**config.mk**
```make
export PLATFORM = sky130hd
export DESIGN_NAME = input_capture_unit
export DESIGN_NICKNAME = d
export VERILOG_FILES = /design/src/hw/icu_pkg.sv /design/src/hw/input_capture_unit.sv
export VERILOG_INCLUDE_DIRS = /design/src /design/src/hw
export SDC_FILE = /design/constraint.sdc
export NUM_CORES = 1
export LEC_CHECK = 0
export ABC_AREA = 0
export BUFFER_PORTS_ARGS = -buffer_cell sky130_fd_sc_hd__buf_4
export CORE_MARGIN = 2
export CORE_UTILIZATION = 51
export DETAILED_ROUTE_END_ITERATION = 6
export PLACE_DENSITY = 0.75
export SYNTH_ARGS = -nofsm -noshare
export SYNTH_HDL_FRONTEND = slang
export SYNTH_SLANG_ARGS = --single-unit
```
**constraint.sdc**
```tcl
create_clock -name I_MCLK -period 2.6 [get_ports I_MCLK]
set_input_delay 0 -clock I_MCLK [delete_from_list [all_inputs] [get_ports I_MCLK]]
set_output_delay 0 -clock I_MCLK [all_outputs]
set_load 0.01 [all_outputs]
```
**src/hw/icu_regs.svh**
```systemverilog
// Register offsets, field positions, reset values and counts of the capture channel
`ifndef ICU_REGS_SVH
`define ICU_REGS_SVH
// ****************************************************************
// Bus geometry and register byte addresses
// ****************************************************************
`define ICU_ADDR_W 12
`define ICU_CON1_ADDR 12'h000
`define ICU_CON2_ADDR 12'h004
`define ICU_BUF_ADDR 12'h008
`define ICU_TMR_ADDR 12'h00C
`define ICU_RESP_OKAY 2'h0
`define ICU_RESP_SLVERR 2'h2
// ****************************************************************
// Field positions
// ****************************************************************
`define ICU_SIDL_BIT 13
`define ICU_TSEL_LSB 10
`define ICU_CI_LSB 5
`define ICU_OV_BIT 4
`define ICU_BNE_BIT 3
`define ICU_MODE_LSB 0
`define ICU_CASC_BIT 8
`define ICU_TRIGOP_BIT 7
`define ICU_TSTAT_BIT 6
`define ICU_SSEL_LSB 0
// ****************************************************************
// Reset values, writable masks and counts
// ****************************************************************
`define ICU_CON1_RST 16'h0000
`define ICU_CON2_RST 16'h000D
`define ICU_CON1_WMASK 16'h3C67
`define ICU_CON2_WMASK 16'h01DF
`define ICU_TMR_WMASK 16'hFFFF
`define ICU_TMR_MAX 16'hFFFF
`define ICU_FIFO_DEPTH 3'h4
`define ICU_PRE4_LAST 4'h3
`define ICU_PRE16_LAST 4'hF
`endif

```
**src/hw/icu_pkg.sv**
```systemverilog
// Types shared by the capture channel and its bench
`include "icu_regs.svh"
package icu_pkg;
  // AXI4-Lite requests from the master
  typedef struct packed {
    logic awvalid;
    logic [`ICU_ADDR_W-1:0] awaddr;
    logic wvalid;
    logic [31:0] wdata;
    logic [3:0] wstrb;
    logic bready;
    logic arvalid;
    logic [`ICU_ADDR_W-1:0] araddr;
    logic rready;
  } axi_req_t;
  // AXI4-Lite answers of the slave
  typedef struct packed {
    logic awready;
    logic wready;
    logic bvalid;
    logic [1:0] bresp;
    logic arready;
    logic rvalid;
    logic [31:0] rdata;
    logic [1:0] rresp;
  } axi_rsp_t;
  // Capture mode codes
  typedef enum logic [2:0] {
    CM_OFF = 3'h0, CM_ANY_EDGE = 3'h1, CM_FALL = 3'h2, CM_RISE = 3'h3,
    CM_PRE4 = 3'h4, CM_PRE16 = 3'h5, CM_UNUSED = 3'h6, CM_SLEEP_PIN = 3'h7
  } cap_mode_t;
  // Time base codes
  typedef enum logic [2:0] {
    TB_TIMER3 = 3'h0, TB_TIMER2 = 3'h1, TB_TIMER4 = 3'h2, TB_TIMER5 = 3'h3,
    TB_TIMER1 = 3'h4, TB_RSV5 = 3'h5, TB_RSV6 = 3'h6, TB_PERIPH = 3'h7
  } tb_sel_t;
  // Whole state of the channel
  typedef struct packed {
    axi_rsp_t rsp;
    logic aw_got;
    logic w_got;
    logic [`ICU_ADDR_W-1:0] awaddr;
    logic [31:0] wdata;
    logic [3:0] wstrb;
    logic [15:0] con1;
    logic [15:0] con2;
    logic [15:0] timer;
    logic pin_q;
    logic [3:0] pre_cnt;
    logic [1:0] int_cnt;
    logic [3:0][15:0] fifo;
    logic [1:0] wr_ptr;
    logic [1:0] rd_ptr;
    logic [2:0] count;
    logic ovf;
    logic irq;
    logic cap_evt;
    logic carry;
  } state_t;
endpackage

```
**src/hw/input_capture_unit.sv**
```systemverilog
// Input capture channel with AXI4-Lite registers
//
// How it works
// (RULE_01) Stop bit freezes channel in CPU Idle
// (RULE_02) Three-bit field picks capture timer clock
// (RULE_03) Interrupt after one to four captures
// (RULE_04) Count field ignored in modes 001, 111
// (RULE_05) Read-only sticky overflow flag on buffer overflow
// (RULE_06) Read-only flag high while buffer holds data
// (RULE_07) Modes 011, 010 capture rising, falling
// (RULE_08) Modes 100, 101 capture 4th, 16th rise
// (RULE_09) Mode 001 captures on both edges
// (RULE_10) Mode 111: rising-edge wake interrupt only
// (RULE_11) Modes 000 and 110 disable the channel
// (RULE_12) Cascade only when both pair bits set
// (RULE_13) Trigger bit chooses trigger or sync operation
// (RULE_14) Status one means running; zero holds clear
// (RULE_15) Source sets status; software reads, writes it
// (RULE_16) Five codes leave the timer unsynchronised
// (RULE_17) Source codes map onto on-chip event sources
// (RULE_18) Software uses ADC, comparators only to trigger
// (RULE_19) Channel never selects itself as source
// (RULE_20) Source select resets to timer3 code
// (RULE_21) Channel gets its own trigger generator output
// (RULE_22) Unimplemented control bits read as zero
// (RULE_23) Four-entry buffer holds captured timer values
// (RULE_24) Own 16-bit counter on selected clock
// (RULE_25) Edge pushes timer; full buffer sets overflow
// (RULE_26) Buffer read returns oldest value, removes it
//
// Implementation choices: the register offsets and the AXI4-Lite interface to the registers.
`timescale 1ns/1ps
`include "icu_regs.svh"
module input_capture_unit #(
  parameter int CHANNEL = 1,      // Channel number 1 to 8
  parameter bit IS_UPPER = 1'b0   // High half of a cascaded pair
) (
  input wire logic I_MCLK,
  input wire logic I_RST_N,
  input wire icu_pkg::axi_req_t I_AXI,
  input wire logic I_CAP_PIN,
  input wire logic I_CPU_IDLE,
  input wire logic I_CPU_SLEEP,
  input wire logic [4:0] I_TIMER_CLOCK,
  input wire logic [7:0] I_OC_EVENT,
  input wire logic [3:0] I_TRIG_GEN_OUT,
  input wire logic [4:0] I_TIMER_EVENT,
  input wire logic [7:0] I_IC_EVENT,
  input wire logic [2:0] I_CMP_EVENT,
  input wire logic I_ADC_EVENT,
  input wire logic I_CHARGE_TIME_EVENT,
  input wire logic I_PARTNER_CASCADE,
  input wire logic I_PARTNER_CARRY,
  input wire logic I_PARTNER_CAPTURE,
  output logic O_IRQ,
  output logic O_CAPTURE_EVT,
  output logic O_CASCADE_EN,
  output logic O_TIMER_CARRY,
  output icu_pkg::axi_rsp_t O_AXI
);
  import icu_pkg::*;

  // ****************************************************************
  // Constants and helpers
  // ****************************************************************
  // Generator outputs 8..11 repeat every four channels
  localparam logic [1:0] PTG_IDX = 2'((CHANNEL - 1) % 4);
  localparam logic [2:0] SELF_IDX = 3'(CHANNEL - 1);
  // Reset image; readies idle high so the first request is taken at once
  localparam state_t ST_RST = '{
    rsp: '{awready: 1'b1, wready: 1'b1, arready: 1'b1, default: '0},
    con1: `ICU_CON1_RST,
    con2: `ICU_CON2_RST,
    default: '0
  };

  // Time base tick of the selected source
  function automatic logic tick_sel(input tb_sel_t sel, input logic [4:0] tmr);
    logic t;
    t = 1'b0;
    unique case (sel)
      TB_PERIPH: t = 1'b1;
      TB_TIMER1: t = tmr[0];
      TB_TIMER2: t = tmr[1];
      TB_TIMER3: t = tmr[2];
      TB_TIMER4: t = tmr[3];
      TB_TIMER5: t = tmr[4];
      TB_RSV5, TB_RSV6: t = 1'b0;  // Reserved: timer stands still
    endcase
    return t;
  endfunction

  // Byte-lane merge of a 16-bit register, masked to its writable bits
  function automatic logic [15:0] wr16(input logic [15:0] old, input logic [31:0] d,
                                       input logic [3:0] s, input logic [15:0] m);
    logic [15:0] v;
    v = old;
    if (s[0]) begin
      v[7:0] = d[7:0];
    end
    if (s[1]) begin
      v[15:8] = d[15:8];
    end
    return v & m;
  endfunction

  // ****************************************************************
  // State and decoded controls
  // ****************************************************************
  state_t st;       // Registered state
  state_t next_st;  // Next state
  cap_mode_t mode;  // Capture mode
  logic halted;     // Channel frozen by Idle or Sleep
  logic live;       // Not halted
  logic run;        // Capturing mode and not halted
  logic rise;       // Rising edge of the pin
  logic fall;       // Falling edge of the pin
  logic casc_upper; // Acting as high half of a pair
  logic [31:0] src; // Event sources by select code
  logic fire;       // Selected source fired
  logic tick;       // Capture timer advance
  logic qual;       // Qualifying capture edge
  logic pop;        // Buffer read accepted
  logic wr_now;     // Register write performed this cycle
  logic [15:0] head; // Oldest stored value
  logic [15:0] con1_view; // Readback of control one

  assign mode = cap_mode_t'(st.con1[`ICU_MODE_LSB +: 3]);
  // Sleep stops the peripheral clock, so capturing stops too
  assign halted = (st.con1[`ICU_SIDL_BIT] & I_CPU_IDLE) | I_CPU_SLEEP; // see (RULE_01)
  assign live = !halted;
  // Off, unused and wake modes never capture
  assign run = live && mode != CM_OFF && mode != CM_UNUSED && mode != CM_SLEEP_PIN; // see (RULE_11)
  assign rise = I_CAP_PIN & !st.pin_q;
  assign fall = !I_CAP_PIN & st.pin_q;
  assign casc_upper = IS_UPPER && st.con2[`ICU_CASC_BIT] && I_PARTNER_CASCADE; // see (RULE_12)
  assign head = st.fifo[st.rd_ptr];
  assign wr_now = st.aw_got && st.w_got && !st.rsp.bvalid;

  // Source vector indexed by the select code; unsynchronised codes are zero
  always_comb begin
    src = {3'h0, I_CHARGE_TIME_EVENT, I_ADC_EVENT, I_CMP_EVENT, I_IC_EVENT,
           I_TIMER_EVENT, I_TRIG_GEN_OUT[PTG_IDX], 1'b0, I_OC_EVENT, 1'b0}; // see (RULE_16) (RULE_17) (RULE_21)
    src[16 + SELF_IDX] = 1'b0;  // Own capture event would loop back, see (RULE_19)
  end
  assign fire = src[st.con2[`ICU_SSEL_LSB +: 5]];

  // Low half runs on its time base, high half on the partner carry
  assign tick = casc_upper ? I_PARTNER_CARRY
              : tick_sel(tb_sel_t'(st.con1[`ICU_TSEL_LSB +: 3]), I_TIMER_CLOCK); // see (RULE_02)

  // Control one readback with the live status flags
  always_comb begin
    con1_view = st.con1;
    con1_view[`ICU_OV_BIT] = st.ovf;  // see (RULE_05)
    con1_view[`ICU_BNE_BIT] = st.count != 3'h0;  // see (RULE_06)
  end

  // ****************************************************************
  // Next-state logic
  // ****************************************************************
  always_comb begin
    next_st = st;
    qual = 1'b0;
    pop = 1'b0;
    next_st.irq = 1'b0;
    next_st.cap_evt = 1'b0;
    next_st.carry = 1'b0;
    next_st.pin_q = I_CAP_PIN;

    // Capture timer: held, synchronised or counting
    if (live) begin
      if (st.con2[`ICU_TRIGOP_BIT] && !st.con2[`ICU_TSTAT_BIT]) begin
        next_st.timer = 16'h0000;  // Waiting for trigger, see (RULE_13) (RULE_14)
      end else if (!st.con2[`ICU_TRIGOP_BIT] && fire) begin
        next_st.timer = 16'h0000;  // Sync restart, see (RULE_13)
      end else if (tick) begin
        next_st.timer = st.timer + 16'h0001;  // see (RULE_24)
        next_st.carry = st.timer == `ICU_TMR_MAX;
      end
    end

    // Edge qualification per mode
    if (mode != CM_PRE4 && mode != CM_PRE16) begin
      next_st.pre_cnt = 4'h0;
    end
    unique case (mode)
      CM_OFF, CM_UNUSED: qual = 1'b0;  // see (RULE_11)
      CM_ANY_EDGE: qual = rise | fall;  // see (RULE_09)
      CM_FALL: qual = fall;  // see (RULE_07)
      CM_RISE: qual = rise;  // see (RULE_07)
      CM_PRE4: begin
        if (rise && live) begin
          qual = st.pre_cnt == `ICU_PRE4_LAST;  // see (RULE_08)
          next_st.pre_cnt = qual ? 4'h0 : st.pre_cnt + 4'h1;
        end
      end
      CM_PRE16: begin
        if (rise && live) begin
          qual = st.pre_cnt == `ICU_PRE16_LAST;  // see (RULE_08)
          next_st.pre_cnt = qual ? 4'h0 : st.pre_cnt + 4'h1;
        end
      end
      CM_SLEEP_PIN: begin
        // Wake interrupt only; the other settings play no part
        if ((I_CPU_SLEEP || I_CPU_IDLE) && rise) begin
          next_st.irq = 1'b1;  // see (RULE_10)
        end
      end
    endcase
    qual = qual && run;
    // High half captures with the low half; both lag one cycle together
    if (casc_upper) begin
      qual = I_PARTNER_CAPTURE && run;  // see (RULE_12)
    end

    // Interrupt pacing
    if (qual) begin
      next_st.cap_evt = 1'b1;
      if (mode == CM_ANY_EDGE || st.int_cnt >= st.con1[`ICU_CI_LSB +: 2]) begin
        next_st.irq = 1'b1;  // see (RULE_03) (RULE_04)
        next_st.int_cnt = 2'h0;
      end else begin
        next_st.int_cnt = st.int_cnt + 2'h1;
      end
    end

    // Write channels: each taken on its own, in either order
    if (st.rsp.awready && I_AXI.awvalid) begin
      next_st.rsp.awready = 1'b0;
      next_st.aw_got = 1'b1;
      next_st.awaddr = I_AXI.awaddr;
    end
    if (st.rsp.wready && I_AXI.wvalid) begin
      next_st.rsp.wready = 1'b0;
      next_st.w_got = 1'b1;
      next_st.wdata = I_AXI.wdata;
      next_st.wstrb = I_AXI.wstrb;
    end
    if (wr_now) begin
      next_st.aw_got = 1'b0;
      next_st.w_got = 1'b0;
      next_st.rsp.bvalid = 1'b1;
      next_st.rsp.bresp = `ICU_RESP_OKAY;
      case (st.awaddr)
        // Stored images keep only writable bits, so gaps read zero
        `ICU_CON1_ADDR: next_st.con1 = wr16(st.con1, st.wdata, st.wstrb,
                                           `ICU_CON1_WMASK); // see (RULE_22)
        `ICU_CON2_ADDR: next_st.con2 = wr16(st.con2, st.wdata, st.wstrb,
                                           `ICU_CON2_WMASK); // see (RULE_15) (RULE_22)
        `ICU_TMR_ADDR: next_st.timer = wr16(st.timer, st.wdata, st.wstrb, `ICU_TMR_WMASK);
        `ICU_BUF_ADDR: next_st.rsp.bresp = `ICU_RESP_OKAY;  // Buffer write ignored
        default: next_st.rsp.bresp = `ICU_RESP_SLVERR;  // Unmapped
      endcase
    end
    if (st.rsp.bvalid && I_AXI.bready) begin
      next_st.rsp.bvalid = 1'b0;
      next_st.rsp.awready = 1'b1;
      next_st.rsp.wready = 1'b1;
    end

    // Read channel: data one cycle after the address
    if (st.rsp.arready && I_AXI.arvalid) begin
      next_st.rsp.arready = 1'b0;
      next_st.rsp.rvalid = 1'b1;
      next_st.rsp.rresp = `ICU_RESP_OKAY;
      next_st.rsp.rdata = 32'h0000_0000;
      case (I_AXI.araddr)
        `ICU_CON1_ADDR: next_st.rsp.rdata[15:0] = con1_view;
        `ICU_CON2_ADDR: next_st.rsp.rdata[15:0] = st.con2;
        `ICU_TMR_ADDR: next_st.rsp.rdata[15:0] = st.timer;
        `ICU_BUF_ADDR: begin
          // An empty buffer reads zero and removes nothing
          if (st.count != 3'h0) begin
            next_st.rsp.rdata[15:0] = head;  // see (RULE_26)
            pop = 1'b1;
          end
        end
        default: next_st.rsp.rresp = `ICU_RESP_SLVERR;
      endcase
    end
    if (st.rsp.rvalid && I_AXI.rready) begin
      next_st.rsp.rvalid = 1'b0;
      next_st.rsp.arready = 1'b1;
    end

    // Capture buffer
    if (pop) begin
      next_st.rd_ptr = st.rd_ptr + 2'h1;  // see (RULE_26)
    end
    if (qual) begin
      if (st.count == `ICU_FIFO_DEPTH && !pop) begin
        next_st.ovf = 1'b1;  // Stored values kept, see (RULE_25)
      end else begin
        next_st.fifo[st.wr_ptr] = st.timer;  // see (RULE_23) (RULE_25)
        next_st.wr_ptr = st.wr_ptr + 2'h1;
      end
    end
    next_st.count = st.count + {2'h0, qual && !(st.count == `ICU_FIFO_DEPTH && !pop)}
                  - {2'h0, pop};
    // Turning the channel off flushes the buffer and its flags
    if (mode == CM_OFF) begin
      next_st.count = 3'h0;
      next_st.wr_ptr = 2'h0;
      next_st.rd_ptr = 2'h0;
      next_st.ovf = 1'b0;
      next_st.int_cnt = 2'h0;
    end

    // Hardware set of the trigger status wins over a software clear
    if (fire) begin
      next_st.con2[`ICU_TSTAT_BIT] = 1'b1;  // see (RULE_15)
    end
  end

  // ****************************************************************
  // State register
  // ****************************************************************
  // Source select comes out of reset on the timer3 code
  always_ff @(posedge I_MCLK or negedge I_RST_N) begin
    if (!I_RST_N) begin
      st <= ST_RST;  // see (RULE_20)
    end else begin
      st <= next_st;
    end
  end

  // Outputs straight from the state
  assign O_AXI = st.rsp;
  assign O_IRQ = st.irq;
  assign O_CAPTURE_EVT = st.cap_evt;
  assign O_CASCADE_EN = st.con2[`ICU_CASC_BIT];
  assign O_TIMER_CARRY = st.carry;
endmodule

```
# [After elaboration in Yosys (flattened, before gate mapping)]
# Cells that the tools add are included.
[word_totals] regBits=172 wordCells=201
[op_classes] mux=61 n_reduce_logical=58 n_bitwise=6 add_sub_neg=7 n_lt_le_gt_ge=5 n_eq_ne=30
[ops] cell="16-bit 2-to-1 mux" count=8
[ops] cell="64-bit bitwise mux" count=1
[ops] cell="16-bit case mux with 4 select lines" count=1
[ops] cell="12-bit by 4-bit equality test with 1-bit output, second input constant" count=4
[ops] cell="36-bit 2-to-1 mux" count=1
[ops] cell="16-bit binary-select mux with 2-bit select" count=1
[ops] cell="16-bit demux with 2-bit select" count=1
[ops] cell="12-bit by 3-bit equality test with 1-bit output, second input constant" count=2
[ops] cell="3-bit equality test, second input constant" count=8
[ops] cell="12-bit logical NOT" count=2
[ops] cell="8-bit 2-to-1 mux" count=3
[ops] cell="2-bit nonzero test" count=12
[ops] cell="23-bit 2-to-1 mux" count=1
[ops] cell="2-bit 2-to-1 mux" count=11
[ops] cell="1-bit 2-to-1 mux" count=20
[ops] cell="4-bit 2-to-1 mux" count=5
[ops] cell="1-bit logical AND" count=19
[ops] cell="3-bit inequality test, second input constant" count=6
[ops] cell="16-bit by 1-bit adder with 16-bit output, second input constant" count=1
[ops] cell="16-bit equality test, second input constant" count=1
[ops] cell="3-bit AND reduction" count=5
[ops] cell="7-bit 2-to-1 mux" count=2
[ops] cell="3-bit by 2-bit equality test with 1-bit output, second input constant" count=4
[ops] cell="1-bit logical NOT" count=8
[ops] cell="26 further kinds" count=40

# [Logic depth before layout (Yosys ltp)]
# Gate-level depths: netlist (run 1).
[logic_depth] depth_word=11 mapped_depth=14 mapped_depth_nobuf=13

# [Least setup slack after synthesis (run 1)]
# No wires, ideal clock.
[synth_path] kind="reg2reg" startpoint="register st, in the netlist con1_view[0]" endpoint="register st[6] (netlist bit)" synth_period_minus_slack_ns=2.577 n_path_buf=2 path_stages_with_launch=14 path_slack_ns=0.023 t_arrival_ns=2.425 required_ns=2.448 path_cell_list="dfrtp_1 clkbuf_1 nor3_1 o21ai_1 o22ai_1 o211a_1 buf_4 inv_1 ha_1 inv_1 ha_1 fa_1 xnor2_1 nor2_1"
[synth_rtl] item="from (decl)" line="input_capture_unit.sv:110" source="state_t st;"
[synth_rtl] item="from (signal assigned)" line="input_capture_unit.sv:324" source="st <= next_st;"

==> reports/metrics.yaml, run 1 <==
critical_path:
  critPathArrivalTime_ns: 2.73
  worstSetupStartpointType: "flop"
  crit_path_end_kind: "flop"
  cp-endpoint: "st[6]"
  r2r_slack_ns: 0.19
  r2r-start: "st[81]"
  r2r_cells: 12
  cp-startpoint: "st[81]"
  crit_type: "reg2reg"
  worstPathRequired_ns: 2.92
  rr_endpoint: "st[6]"
  path_max_fanout: 2
finish:
  drive_gt1_share_pct: 30.2
  fin_cells: 1135
  final_common_cell: "dfrtp_1"
  final_area_sq_um: 10700
  nets: 1018
  syn_to_final_growth_pct: 21.2
  final_cell_mix: "dfrtp_1, buf_4, mux2_2"
  antenna_cells: 0
  seqCellArea_sq_um: 4260
  multi_input_area_sq_um: 3940
  fillers: 1336
global_routing:
  overflow: 0
  grt_max_degree: 64
  antenna_found_initial: 0
  grt_pass1_wl_mm: 33.7
  grt_pass1_vias: 6506
  grt_use_total_pct: 23.7
hold_path:
  min_path_type: "in2reg"
timing:
  setup_tns_ns: 0
  clock_skew_ns: 0.0102
  drv_slew: 0
  slew_headroom_pct: 47.9
  rsz0062_at_grt: "no"
  hold_violations: 0
  clock.fmax_ghz: 0.415
  period_share_pct: 92.7
  finalCriticalPeriod_ns: 2.41
  setup_violations: 0
  worst_pin_slew_ns: 0.780
  holdWs_ns: 0.0594
status:
  status: "complete, no violations"
detailed_routing:
  initialDrtViolationCount: 546
  drt_pass1_iterations: 6
  vias: 6432
  drt-total-wl_mm: 20.4
  vias_per_cell: 5.67
  ant_nets: 0
  drc: 0
  wire_per_inst_microns: 18.0
yosys:
  synth-edff-count: 0
  seq_area_frac_synth_pct: 48.2
  synth_ff_type: "dfrtp_1"
  synth-warning-count: 0
  syn_area_per_cell_sq_um: 11.5
  syn-cell-area_sq_um: 8830
  yosys-top-cells-area: "dfrtp_1, mux2_2, mux2_1"
  syn_inst: 767
  yosysTopAreaCell: "dfrtp_1"
  synth.distinct_cells: 64
  synth-seq-cells: 170
  postSynth.asyncResetShare_pct: 100
  synth_top_area_share_pct: 46.5
die:
  initial_utilization_pct: 51.6
  fp.dieArea_sq_um: 18400
  rows: 48
  dieHeight_microns: 136
  core-area_sq_um: 17100
  ios: 153
  die_w_microns: 136
pwr:
  p_sw_share_pct: 25.7
  power.share.clock_pct: 38.8
  power.leakage_nw: 4.95
  seqPwrFrac_pct: 48.1
  intPower_mw: 5.06
  p_comb_share_pct: 13.2
  power.density_nw_per_um2: 636
  p_switching_mw: 1.75
  vdd_ir_drop_max_v: 0.000559
placement:
  dp_cells: 1062
  portBuffers: 109
  placed_cell_area_sq_um: 9670
  gp_congestion: 0.905
  hpwl_mm: 13.6
clocking:
  cts_tree: "done"
  clkTransAtPathRegs_ns: 0.06
  worst_skew_pair.late_latency_ns: 0.43
  cts.sinks: 170
  root_buffer: "clkbuf_16"
  cts_buffers: 17
  clock_path_buffers: 2
  h-tree-depth: 4
job:
  maxCapViolations: 0
-- stage by stage --
stage | worst slack [ns] | utilization [%] | total power, mW
3_5_place_dp | 0.114 | 56.5 | 4.12
6_report | 0.189 | 62.5 | 6.81
5_1_grt | 0.0503 | 62.5 | 7.10
4_1_cts | 0.104 | 62.5 | 6.81
2_1_floorplan | 0.0232 | - | 3.79
3_3_place_gp | 0.166 | 56.5 | 4.08
-- power groups by stage --
stage | sequential [mW] | combinational (mW) | clock, mW
global placement | 3.29 | 0.790 | 0
floorplan | 3.15 | 0.636 | 0
finish | 3.27 | 0.897 | 2.64
CTS | 3.26 | 0.886 | 2.67
detailed placement | 3.30 | 0.817 | 0
global route | 3.32 | 0.984 | 2.79
-- final cells by class --
class                      instances  share of cell area, %
tap                              225                   2.63
inverter                          42                   1.47
clock buffer                      22                   4.43
sequential                       170                   39.8
multi-input combinational        490                   36.8
timing repair buffer             176                   13.6
clock inverter                    10                   1.30
-- sequential cells by signal, indices dropped and copies added, names as in the netlist --
| register | flops |
|---|---|
| O_CASCADE_EN | 1 |
| O_TIMER_CARRY | 1 |
| O_IRQ | 1 |
| st | 133 |
| O_AXI | 23 |
| O_CAPTURE_EVT | 1 |
| con1_view | 10 |
-- logic make-up after synthesis --
group	Yosys count	synth area share, %
and+or+nand+nor	181	11.1
DFF	170	48.2
muxes	142	20.4
AOI/OAI and AO/OA	131	9.79
buffers and inverters	124	7.99
adders and majority gates	13	1.93
xor gates and xnor gates	5	0.496
other	1	0.0425
-- how the worst min path moves through the flow --
stage           endpoint  cells after the start     start
2_1_floorplan  O_AXI[10]                      0   I_RST_N
3_3_place_gp     st[146]                      1   I_RST_N
3_5_place_dp     st[146]                      1   I_RST_N
4_1_cts         O_AXI[9]                      3  I_AXI[3]
5_1_grt         O_AXI[9]                      3  I_AXI[3]
6_report        O_AXI[9]                      3  I_AXI[3]
-- per-layer routing --
| metal | track usage (%) | vias to the layer above | routed length, microns |
|---|---|---|---|
| li1 | - | 2975 | - |
| met1 | 31.3 | 3211 | 9100 |
| met2 | 39.9 | 221 | 10000 |
| met3 | 5.13 | 25 | 1080 |
| met4 | 6.08 | 0 | 270 |
| met5 | 0 | - | 0 |
-- what timing repair did --
| item | 4_1_cts | 5_1_grt |
|---|---|---|
| buffers inserted | 0 | 0 |
| resized for setup | 0 | 1 |
| hold endpoints to repair | 99 | 0 |
| setup endpoints to repair | 0 | 2 |
| hold buffers | 41 | 0 |
-- worst max-delay path, stage by stage (launching register included) --
cell      delay [ns]
dfrtp_1         0.38
ha_1            0.28
nand2b_1        0.07
a22oi_1         0.08
o22ai_2         0.19
o211a_1         0.20
inv_1           0.05
ha_1            0.26
inv_1           0.03
ha_1            0.18
fa_1            0.38
xnor2_1         0.16
nor2_1          0.05
-- cell usage after synthesis (all sizes together), types with 4 or more instances --
cell type,instances
nor3,8
ha,12
dfrtp,164
buf,56
inv,42
mux4,19
and3,16
dfstp,6
nand2,49
o211ai,7
a21oi,23
xnor2,4
o21ai,37
a22oi,14
a31oi,22
nor2b,4
and2,5
nand4b,5
nand3,18
nor4,7
a41oi,4
nand2b,4
o21a,4
mux2i,11
nand4,13
clkbuf,26
mux2,112
nor2,37
(Power assumes the default switching activity.)
==> run 2: changes to the inputs <==
HOLD_SLACK_MARGIN = 0.12   (was not set)
==> run 2 against run 1 <==
Non-clock buffer count is 3 higher. Critical endpoint is now st[83]. Critical path type unchanged. Core utilization is 0.18 points higher. Register-to-register slack hardly changed.
==> reports/metrics.yaml, run 2 (synthesis results as in run 1) <==
timing:
  hold_violations: 0
  slew_headroom_pct: 47.9
  period_share_pct: 92.4
  finalCriticalPeriod_ns: 2.40
  clock_skew_ns: 0.00832
  setup_tns_ns: 0
  setup_violations: 0
  clock.fmax_ghz: 0.416
  worst_pin_slew_ns: 0.779
  drv_slew: 0
  holdWs_ns: 0.107
  rsz0062_at_grt: "no"
  fin_ws_ns: 0.197
placement:
  dp_cells: 1062
  gp_congestion: 0.905
  portBuffers: 109
  hpwl_mm: 13.6
  placed_cell_area_sq_um: 9670
  dp_slack_ns: 0.114
hold_path:
  min_path_type: "in2async"
critical_path:
  crit_type: "reg2reg"
  worstPathRequired_ns: 2.90
  r2r-start: "st[99]"
  path_max_fanout: 32
  cp_slowest_cell: "dfrtp_1"
  r2r_slack_ns: 0.20
  crit_path_end_kind: "flop"
  path_cells: "mux2i_1, mux4_2, o221ai_4, o311ai_4, buf_12, a21oi_1, o211ai_1"
  cp_slowest_stage_delay_ns: 0.74
  critPathArrivalTime_ns: 2.71
  critPathTopFamily: "flip-flops"
  rr_endpoint: "st[83]"
  worstSetupStartpointType: "flop"
  critPathBufInv: 1
  r2r_cells: 7
finish:
  syn_to_final_growth_pct: 21.5
  final_cell_mix: "dfrtp_1, buf_4, mux2_2"
  nets: 1021
  largest_reg_flops: 133
  fin_cells: 1138
  drive_gt1_share_pct: 30.1
  final_common_cell: "dfrtp_1"
  finish.utilization_pct: 62.7
  antenna_cells: 0
  final_area_sq_um: 10700
  regMostFlops: "st"
pwr:
  vdd_ir_drop_max_v: 0.000559
  total_power_mw: 6.82
  power.density_nw_per_um2: 635
  power.leakage_nw: 4.97
die:
  initial_utilization_pct: 51.6
  rows: 48
  fp.dieArea_sq_um: 18400
  die_w_microns: 136
  dieHeight_microns: 136
  core-area_sq_um: 17100
  ios: 153
detailed_routing:
  wire_per_inst_microns: 17.9
  vias_per_cell: 5.63
  drc: 0
  ant_nets: 0
  initialDrtViolationCount: 525
  drt_pass1_iterations: 6
  vias: 6412
  drt-total-wl_mm: 20.4
clocking:
  worst_skew_pair.late_latency_ns: 0.43
  h-tree-depth: 4
  cts_buffers: 17
  clkTransAtPathRegs_ns: 0.06
  root_buffer: "clkbuf_16"
  cts.sinks: 170
  cts_tree: "done"
  clock_path_buffers: 2
  post-cts-setup-buffers: 0
status:
  status: "complete, no violations"
global_routing:
  grt_use_total_pct: 23.7
  grt_pass1_vias: 6518
  grt_max_degree: 64
  overflow: 0
  antenna_found_initial: 0
  grt_pass1_wl_mm: 33.8
job:
  maxCapViolations: 0
==> run 2: cell count changes in the layout (fill, tap and decap cells not counted), sizes merged <==
cell / before / now
dlygate4sd3: 41 / 44
==> run 2: cell type report <==
cell class	count	area, sq um
clock buffer	22	474
clock inverter	10	139
fill	1335	6380
inverter	42	158
multi-input combinational	490	3940
sequential	170	4260
tap	225	282
timing repair buffer	179	1480
==> run 2: worst max path at each step <==
stage | startpoint | end | slack (ns) | depth (start not counted)
floorplan | con1_view[0] | st[6] | 0.02 | 13
global placement | st[81] | st[6] | 0.17 | 12
detailed placement | st[81] | st[6] | 0.11 | 12
CTS | st[81] | st[6] | 0.10 | 12
global route | st[99] | st[82] | 0.05 | 7
finish | st[99] | st[83] | 0.20 | 7
==> run 2: power by group <==
group	switching [mW]	internal, mW
Sequential	0.310	2.97
Combinational	0.393	0.507
Clock	1.05	1.59
==> run 2: timing repair <==
action	in CTS	in global routing
gates resized for setup	0	1
endpoints found under the hold margin	209	0
setup endpoints to repair	0	2
hold buffers	44	0
==> run 2: routing by layer <==
layer / vias up / routed length, microns / track usage (%)
li1: 2984 / - / -
met1: 3194 / 9010 / 31.4
met2: 211 / 9960 / 39.9
met3: 23 / 1150 / 5.13
met4: 0 / 247 / 6.08
met5: - / 0 / 0
